===== src/bio_pkg.sv =====
// bio_pkg: constants for the bitwise bidirectional port
// assumes a single 8-bit port with direction and latch registers
package bio_pkg;
    localparam int         PORT_W      = 8;
    // register selects on the core-side access port
    localparam logic [0:0] SEL_LATCH   = 1'h0;
    localparam logic [0:0] SEL_DIR     = 1'h1;
    // reset values
    localparam logic [7:0] DIR_RESET   = 8'hff;
    localparam logic [7:0] LATCH_RESET = 8'h00;
    // latch write operation codes: move the data, or a logical op applied to the port byte
    typedef enum logic [1:0] {
        BIO_OP_MOV,
        BIO_OP_AND,
        BIO_OP_OR,
        BIO_OP_XOR
    } bio_op_t;
endpackage


===== src/bio_sync.sv =====
// bio_sync: three-stage synchroniser for the port pins
// assumes pins are asynchronous to MCLK
`timescale 1ns/10ps
module bio_sync #(
    parameter int W = 8
) (
    // clock and reset
    input  wire logic         MCLK,
    input  wire logic         RST,
    // raw and settled levels
    input  wire logic [W-1:0] din,
    output logic [W-1:0]      dout
);
    logic [W-1:0] s1_q, s2_q, s3_q, out_q;
    logic [W-1:0] out_d;

    if (W < 1) begin
        $error("bio_sync: width must be at least one");
    end

    // a bit changes only once stages two and three agree
    always_comb begin
        out_d = out_q;
        for (int i = 0; i < W; i++) begin
            if (s2_q[i] == s3_q[i]) begin
                out_d[i] = s3_q[i];
            end
        end
    end

    always_ff @(posedge MCLK) begin
        if (RST) begin
            s1_q  <= '0;
            s2_q  <= '0;
            s3_q  <= '0;
            out_q <= '0;
        end else begin
            s1_q  <= din;
            s2_q  <= s1_q;
            s3_q  <= s2_q;
            out_q <= out_d;
        end
    end

    assign dout = out_q;
endmodule


===== src/bio_port.sv =====
// bio_port: 8-bit port with per-bit direction and output latch
// assumes the core issues one access per cycle on the access port;
// pins are split into input, output and output enable
`timescale 1ns/10ps
module bio_port #(
    parameter int W = 8
) (
    // clock, reset and hardware stop
    input  wire logic         MCLK,
    input  wire logic         RST,
    input  wire logic         HW_STOP,
    // core access port
    input  wire logic         ACC_EN,
    input  wire logic         ACC_WR,
    input  wire logic [0:0]   ACC_SEL,
    input  wire logic [1:0]   ACC_OP,
    input  wire logic [W-1:0] ACC_WDATA,
    output logic [W-1:0]      ACC_RDATA,
    // bit test
    input  wire logic [2:0]   TEST_BIT,
    output logic              TEST_LEVEL,
    // pins
    input  wire logic [W-1:0] PIN_I,
    output logic [W-1:0]      PIN_O,
    output logic [W-1:0]      PIN_OE
);
    // only the eight-pin port is served
    if (W != bio_pkg::PORT_W) begin
        $error("bio_port: width must be 8");
    end

    logic [W-1:0] direction_select_reg_q, direction_select_reg_d;
    logic [W-1:0] first_port_latch_q, first_port_latch_d;
    logic [W-1:0] rdata_q, rdata_d;
    logic         test_q, test_d;
    logic [W-1:0] pin_s;
    logic [W-1:0] port_view;

    bio_sync #(.W(W)) u_sync (
        .MCLK (MCLK),
        .RST  (RST),
        .din  (PIN_I),
        .dout (pin_s)
    );

    // mixes pin levels and latch by direction
    function automatic logic [W-1:0] mix_view(
        input logic [W-1:0] dir,
        input logic [W-1:0] pins,
        input logic [W-1:0] lat
    );
        mix_view = (dir & pins) | (~dir & lat);
    endfunction

    assign port_view = mix_view(direction_select_reg_q, pin_s,
                                first_port_latch_q);

    // logical ops act on the read view, so an input bit's latch picks
    // up its pin level, as a byte read, modify and write back would
    always_comb begin
        direction_select_reg_d = direction_select_reg_q;
        first_port_latch_d     = first_port_latch_q;
        if (ACC_EN && ACC_WR) begin
            if (ACC_SEL == bio_pkg::SEL_DIR) begin
                direction_select_reg_d = ACC_WDATA;
            end else begin
                case (bio_pkg::bio_op_t'(ACC_OP))
                    bio_pkg::BIO_OP_MOV: first_port_latch_d = ACC_WDATA;
                    bio_pkg::BIO_OP_AND:
                        first_port_latch_d = port_view & ACC_WDATA;
                    bio_pkg::BIO_OP_OR:
                        first_port_latch_d = port_view | ACC_WDATA;
                    bio_pkg::BIO_OP_XOR:
                        first_port_latch_d = port_view ^ ACC_WDATA;
                    default: first_port_latch_d = ACC_WDATA;
                endcase
            end
        end
        if (HW_STOP) begin
            direction_select_reg_d = bio_pkg::DIR_RESET;
        end
    end

    always_ff @(posedge MCLK) begin
        if (RST) begin
            direction_select_reg_q <= bio_pkg::DIR_RESET;
            first_port_latch_q     <= bio_pkg::LATCH_RESET;
        end else begin
            direction_select_reg_q <= direction_select_reg_d;
            first_port_latch_q     <= first_port_latch_d;
        end
    end

    // read path: data stand until the next read
    always_comb begin
        rdata_d = rdata_q;
        test_d  = port_view[TEST_BIT];
        if (ACC_EN && !ACC_WR) begin
            rdata_d = (ACC_SEL == bio_pkg::SEL_DIR) ?
                      direction_select_reg_q : port_view;
        end
    end

    always_ff @(posedge MCLK) begin
        if (RST) begin
            rdata_q <= '0;
            test_q  <= 1'h0;
        end else begin
            rdata_q <= rdata_d;
            test_q  <= test_d;
        end
    end

    assign PIN_O      = first_port_latch_q;
    assign PIN_OE     = ~direction_select_reg_q;
    assign ACC_RDATA  = rdata_q;
    assign TEST_LEVEL = test_q;
endmodule


===== config.mk =====
export PLATFORM = sky130hd
export DESIGN_NAME = bio_port
export DESIGN_NICKNAME = d
export VERILOG_FILES = /design/src/bio_pkg.sv /design/src/bio_sync.sv /design/src/bio_port.sv
export SDC_FILE = /design/constraint.sdc
export NUM_CORES = 1
export LEC_CHECK = 0
export ABC_AREA = 1
export ABC_CLOCK_PERIOD_IN_PS = 3900
export BUFFER_PORTS_ARGS = -buffer_cell sky130_fd_sc_hd__buf_2
export CAP_MARGIN = 10
export CORE_AREA = 10 10 97 99
export CTS_BUF_LIST = sky130_fd_sc_hd__clkbuf_2
export CTS_CLUSTER_SIZE = 16
export DETAILED_ROUTE_END_ITERATION = 12
export DIE_AREA = 0 0 107 109
export GPL_ROUTABILITY_DRIVEN = 0
export MAX_ROUTING_LAYER = met4
export PLACE_DENSITY_LB_ADDON = 0.12
export SLEW_MARGIN = 25
export SYNTH_ARGS = -nofsm -noshare
export SYNTH_HDL_FRONTEND = slang
export SYNTH_SLANG_ARGS = --single-unit
export TNS_END_PERCENT = 1

===== constraint.sdc =====
create_clock -name MCLK -period 3.9 [get_ports MCLK]
set_input_delay 0.39 -clock MCLK [delete_from_list [all_inputs] [get_ports MCLK]]
set_output_delay 0.39 -clock MCLK [all_outputs]
set_load 0.01 [all_outputs]

* After elaboration in Yosys (flattened, before gate mapping)
Cells that the tools add are included.
Cells by class: bitwise logic cells 8, magnitude comparators 1, muxes and demuxes 4, equality and inequality tests 11, reduce and logical (&&, ||, !) cells 7
Operators with widths (number):
- case mux 8 bit (4 select lines) | 1
- bitwise AND 8 bit | 3
- OR 8 bit | 2
- == test 1 bit | 8
- 2-to-1 mux 8 bit | 1
- NOT 8 bit | 1
- bitwise XOR 8 bit | 1
- == test 2 bit, second input constant | 2
- < comparator 3 x 4 -> 1 bit, second input constant | 1
- AND reduction 2 bit | 2
- binary-select mux 1 bit (select 3 bit) | 1
- == test 2 x 1 -> 1 bit, second input constant | 1
- logical AND 1 bit | 2
- logical NOT 2 bit | 1
- OR reduction 2 bit | 1
- logical NOT 1 bit | 1
- 2-to-1 mux 1 bit | 1
- NOT 1 bit | 1
Storage, ports and cells: register bits after elaboration 57, output and inout bits 25, word-level logic and storage cells 46

* Longest topological paths before layout
depth after elaboration 5, mapped depth 9, gate-level depth less buffers 9

* Hierarchy
Synthesis repeated with hierarchy kept, for this count alone.
Unflattened totals: cells, all modules 342, area, all modules 2622.5 µm²
Modules (own cells, without submodules):
- bio_port | area each 1651.6 µm², times used 1, cells each 234, seq. area each 500.5 µm²
- bio_sync | area each 970.9 µm², times used 1, cells each 108, seq. area each 640.6 µm²

* Worst setup path after synthesis
Ideal clock, no wire load.
kind register -> register, from register direction_select_reg_q[1], to register first_port_latch_q[1], in the netlist PIN_O[1], period minus slack after synthesis 1342 ps, data arrival time 1222 ps, cell stages (with the launch flop) 10, setup time 120 ps, slack 2558 ps, cell sequence dfxtp_1 > inv_1 > nand2_1 > o21ai_1 > inv_1 > ha_1 > nand2_1 > o21ai_0 > a21oi_1 > a21oi_1
Between the ends: cells in the longest elaborated chain, start to end 5, elaborated cells on any way between the ends 8
RTL lines:
- start, declared | line bio_port.sv:32 | logic [W-1:0] direction_select_reg_q, direction_select_reg_d;
- start signal, assigned | line bio_port.sv:86 | direction_select_reg_q <= bio_pkg::DIR_RESET;
- start signal, assigned | line bio_port.sv:89 | direction_select_reg_q <= direction_select_reg_d;
- NOT 8 bit *
- via PIN_OE[1] | line bio_port.sv:25 | output logic [W-1:0] PIN_OE
- bitwise AND 8 bit * | line bio_port.sv:52 | mix_view = (dir & pins) | (~dir & lat);
- OR 8 bit * | line bio_port.sv:52
- bitwise XOR 8 bit (tied with other cells) | line bio_port.sv:74 | first_port_latch_d = port_view ^ ACC_WDATA;
- case mux 8 bit (4 select lines) * | line bio_port.sv:67 | case (bio_pkg::bio_op_t'(ACC_OP))
- end signal, assigned | line bio_port.sv:87 | first_port_latch_q <= bio_pkg::LATCH_RESET;
- end signal, assigned | line bio_port.sv:90 | first_port_latch_q <= first_port_latch_d;
- end, declared | line bio_port.sv:33 | logic [W-1:0] first_port_latch_q, first_port_latch_d;
The timed path passes the listed nets; every way through them passes the cells marked *. A chain may end at the register's enable or synchronous reset.

* Worst setup path after layout
from register direction_select_reg_q[1], to register first_port_latch_q[1], in the netlist PIN_O[1]
Between the ends: cells in the longest elaborated chain, start to end 5, elaborated cells on any way between the ends 8
RTL lines (line):
- NOT 8 bit | bio_port.sv:52
- bitwise AND 8 bit | bio_port.sv:52
- OR 8 bit * | bio_port.sv:52
- bitwise XOR 8 bit (tied with other cells) | bio_port.sv:74
- case mux 8 bit (4 select lines) * | bio_port.sv:67
Every way passes the cells marked *; elsewhere a longest branch is shown, timed or not.

==> reports/metrics.yaml <==
sta:
  fin_crit_ns: 1.57
  min_period_over_period: 0.402
  finalHoldViolCount: 0
  fin_skew_ns: 0.0254
  maxSlewViolCount: 0
  setup_tns_ns: 0
  fmax_mhz: 639
  relSlewSlack: 0.392
  rsz0062_at_grt: "false"
  setup_viol: 0
  tightest_slew_ns: 0.909
  worst_slack_ns: 2.33
yosys:
  synth_cell_type_count: 21
  yosys_warnings: 0
  synth_area_um2: 2560
  synth_nets: 383
  syn_inst: 340
  avgSynthCellArea_um2: 7.52
  synth-seq-cells: 57
  ys_seq_area_frac: 0.446
detailed_routing:
  drt_iter0_markers: 103
  routed_wl_um: 6470
  wl_per_cell_um: 13.0
  ant_nets: 0
  dr.pass1.iters: 4
  remaining_drc_errors: 0
  routed_via_density: 4.52
  vias: 2253
critical_path:
  rr_endpoint: "PIN_O[1]$_SDFFE_PP0P_"
  ff2ff_path_depth: 8
  cp-end-kind: "flip-flop"
  r2r_start: "direction_select_reg_q[1]$_SDFFE_PP1P_"
  cp.arrival_ns: 1.91
  r2r_setup_slack_ns: 2.33
  path_class: "reg -> reg"
  cp.required_ns: 4.25
  worstPathMaxFanout: 4
  worstSetupStartpointType: "flip-flop"
die:
  rows: 32
  fp.dieW_um: 107
  io_pins: 52
  die_area_um2: 11700
  core_area_um2: 7530
  initial_utilization: 0.340
  die_y_um: 109
clocking:
  cts_sinks: 57
  cts_resized: 0
  root_buffer: "clkbuf_2"
  cts_hold_buf: 0
  cts_tree: "built"
  ctsLongestPathBuffers: 2
  clock_latency_ns: 0.45
  h-tree-depth: 3
  clkTransAtPathRegs_ns: 0.15
  cts_buffers: 9
  postCtsSetupRepairBufs: 0
cells_and_area:
  layout_commonest_cell: "inv_1"
  drive_gt1_frac: 0.174
  syn_to_final_growth_pct: 16.2
  layout_common_cells: "inv_1, nand2_1, dfxtp_1, buf_2, o21ai_0"
  nFillCells: 848
  insertedDiodeCount: 0
  fin_nets: 435
placed_design:
  hpwl_um: 4950
  io_buffers: 51
  pre_cts_ws_ns: 2.18
global_routing:
  grt_pass1_vias: 2251
  grt_pass1_wl_um: 10700
  antenna_found_initial: 0
  grt_max_degree: 28
  grt_usage: 0.118
  grt-ovfl-total: 0
hold_path:
  hold-path-cell-count: 3
  timing.hold.worst_endpoint: "u_sync.s1_q[4]$_SDFF_PP0_"
  hp-start: "PIN_I[4]"
  min_path_type: "in -> reg"
run_status:
  outcome: "complete, no violations"
pwr:
  power.leakage_nw: 1.53
  peakVddDrop_mv: 0.152
  powerDensity_nw_per_um2: 362
job:
  drv_cap: 0
## final cells by class
type                    instances  area (um2)  share of cell area
clock buffers                  10        50.0              0.0168
well taps                     102         128              0.0430
clock inverters                 5        47.5              0.0160
flip-flops and latches         57        1140               0.384
repair buffers                 51         255              0.0859
multi-input cells             207        1100               0.369
inverters                      66         253              0.0851
## worst max-delay path, cell delays in order, from the launching register on
cell	delay (ns)
dfxtp_1	0.36
inv_1	0.09
o21ai_1	0.31
inv_1	0.09
ha_1	0.28
nand2_1	0.06
o21ai_0	0.09
a21oi_1	0.13
a21oi_1	0.07
## Yosys cell counts
master / instances / area share
a21oi_1: 23 / 0.045
o21ai_1: 2 / 0.0039
o21ai_0: 39 / 0.076
inv_6: 1 / 0.0034
nand3_1: 10 / 0.020
buf_6: 3 / 0.013
buf_2: 2 / 0.0039
o211ai_1: 8 / 0.023
or2_2: 1 / 0.0024
nor3_4: 2 / 0.013
a31oi_1: 8 / 0.020
a21oi_2: 1 / 0.0034
dfxtp_1: 57 / 0.45
nor2_1: 38 / 0.056
buf_1: 3 / 0.0044
buf_4: 1 / 0.0029
clkbuf_1: 1 / 0.0015
inv_1: 65 / 0.095
nand2_1: 58 / 0.085
a211oi_1: 1 / 0.0029
ha_1: 16 / 0.078
## flip-flops by register name, indices dropped and copies added (netlist names)
signal / flops
ACC_RDATA: 8
PIN_O: 8
direction_select_reg_q: 8
u_sync.dout: 8
u_sync.s1_q: 8
u_sync.s2_q: 8
u_sync.s3_q: 8
TEST_LEVEL: 1
## logic make-up after synthesis
logic type      Yosys count  share of synthesized area
simple gates            109                      0.176
buf+inv                  76                      0.125
compound gates           82                      0.175
fa+ha+maj                16                     0.0783
flops                    57                      0.446
## layer usage
metal | up-vias | share of wire | track usage
li1 | 1180 | - | -
met1 | 1017 | 0.48 | 0.138
met2 | 52 | 0.45 | 0.184
met3 | 4 | 0.059 | 0.0501
met4 | 0 | 0.0065 | 0.0290
met5 | - | 0 | -
## power by group
part	internal (mW)	switching [mW]	total (mW)	leakage [nW]
sequential	0.605	0.0122	0.617	0.467
combinational	0.0423	0.0745	0.117	0.994
clock	0.142	0.201	0.343	0.0666
total	0.789	0.288	1.08	1.53
## metrics by stage
step	util	area [um2]	std cells	total power [mW]	hold slack (ns)
CTS	0.395	2970	498	1.10	0.0844
finish	0.395	2970	498	1.08	0.131
detailed placement	0.382	2870	483	0.748	0.393
global placement	0.382	2870	483	0.746	0.390
global route	0.395	2970	498	1.15	0.0430
floorplan	-	2560	340	0.701	0.388
## worst max path at each step
stage / start / slack (ns) / depth (start not counted) / end
floorplan: direction_select_reg_q[1]$_SDFFE_PP1P_ / 2.56 / 9 / PIN_O[1]$_SDFFE_PP0P_
global placement: RST / 2.20 / 4 / PIN_O[5]$_SDFFE_PP0P_
detailed placement: RST / 2.18 / 4 / ACC_RDATA[0]$_SDFFE_PP0P_
CTS: direction_select_reg_q[1]$_SDFFE_PP1P_ / 2.32 / 8 / PIN_O[1]$_SDFFE_PP0P_
global route: direction_select_reg_q[1]$_SDFFE_PP1P_ / 2.16 / 8 / PIN_O[1]$_SDFFE_PP0P_
finish: direction_select_reg_q[1]$_SDFFE_PP1P_ / 2.33 / 8 / PIN_O[1]$_SDFFE_PP0P_
(Power assumes the default switching activity.)
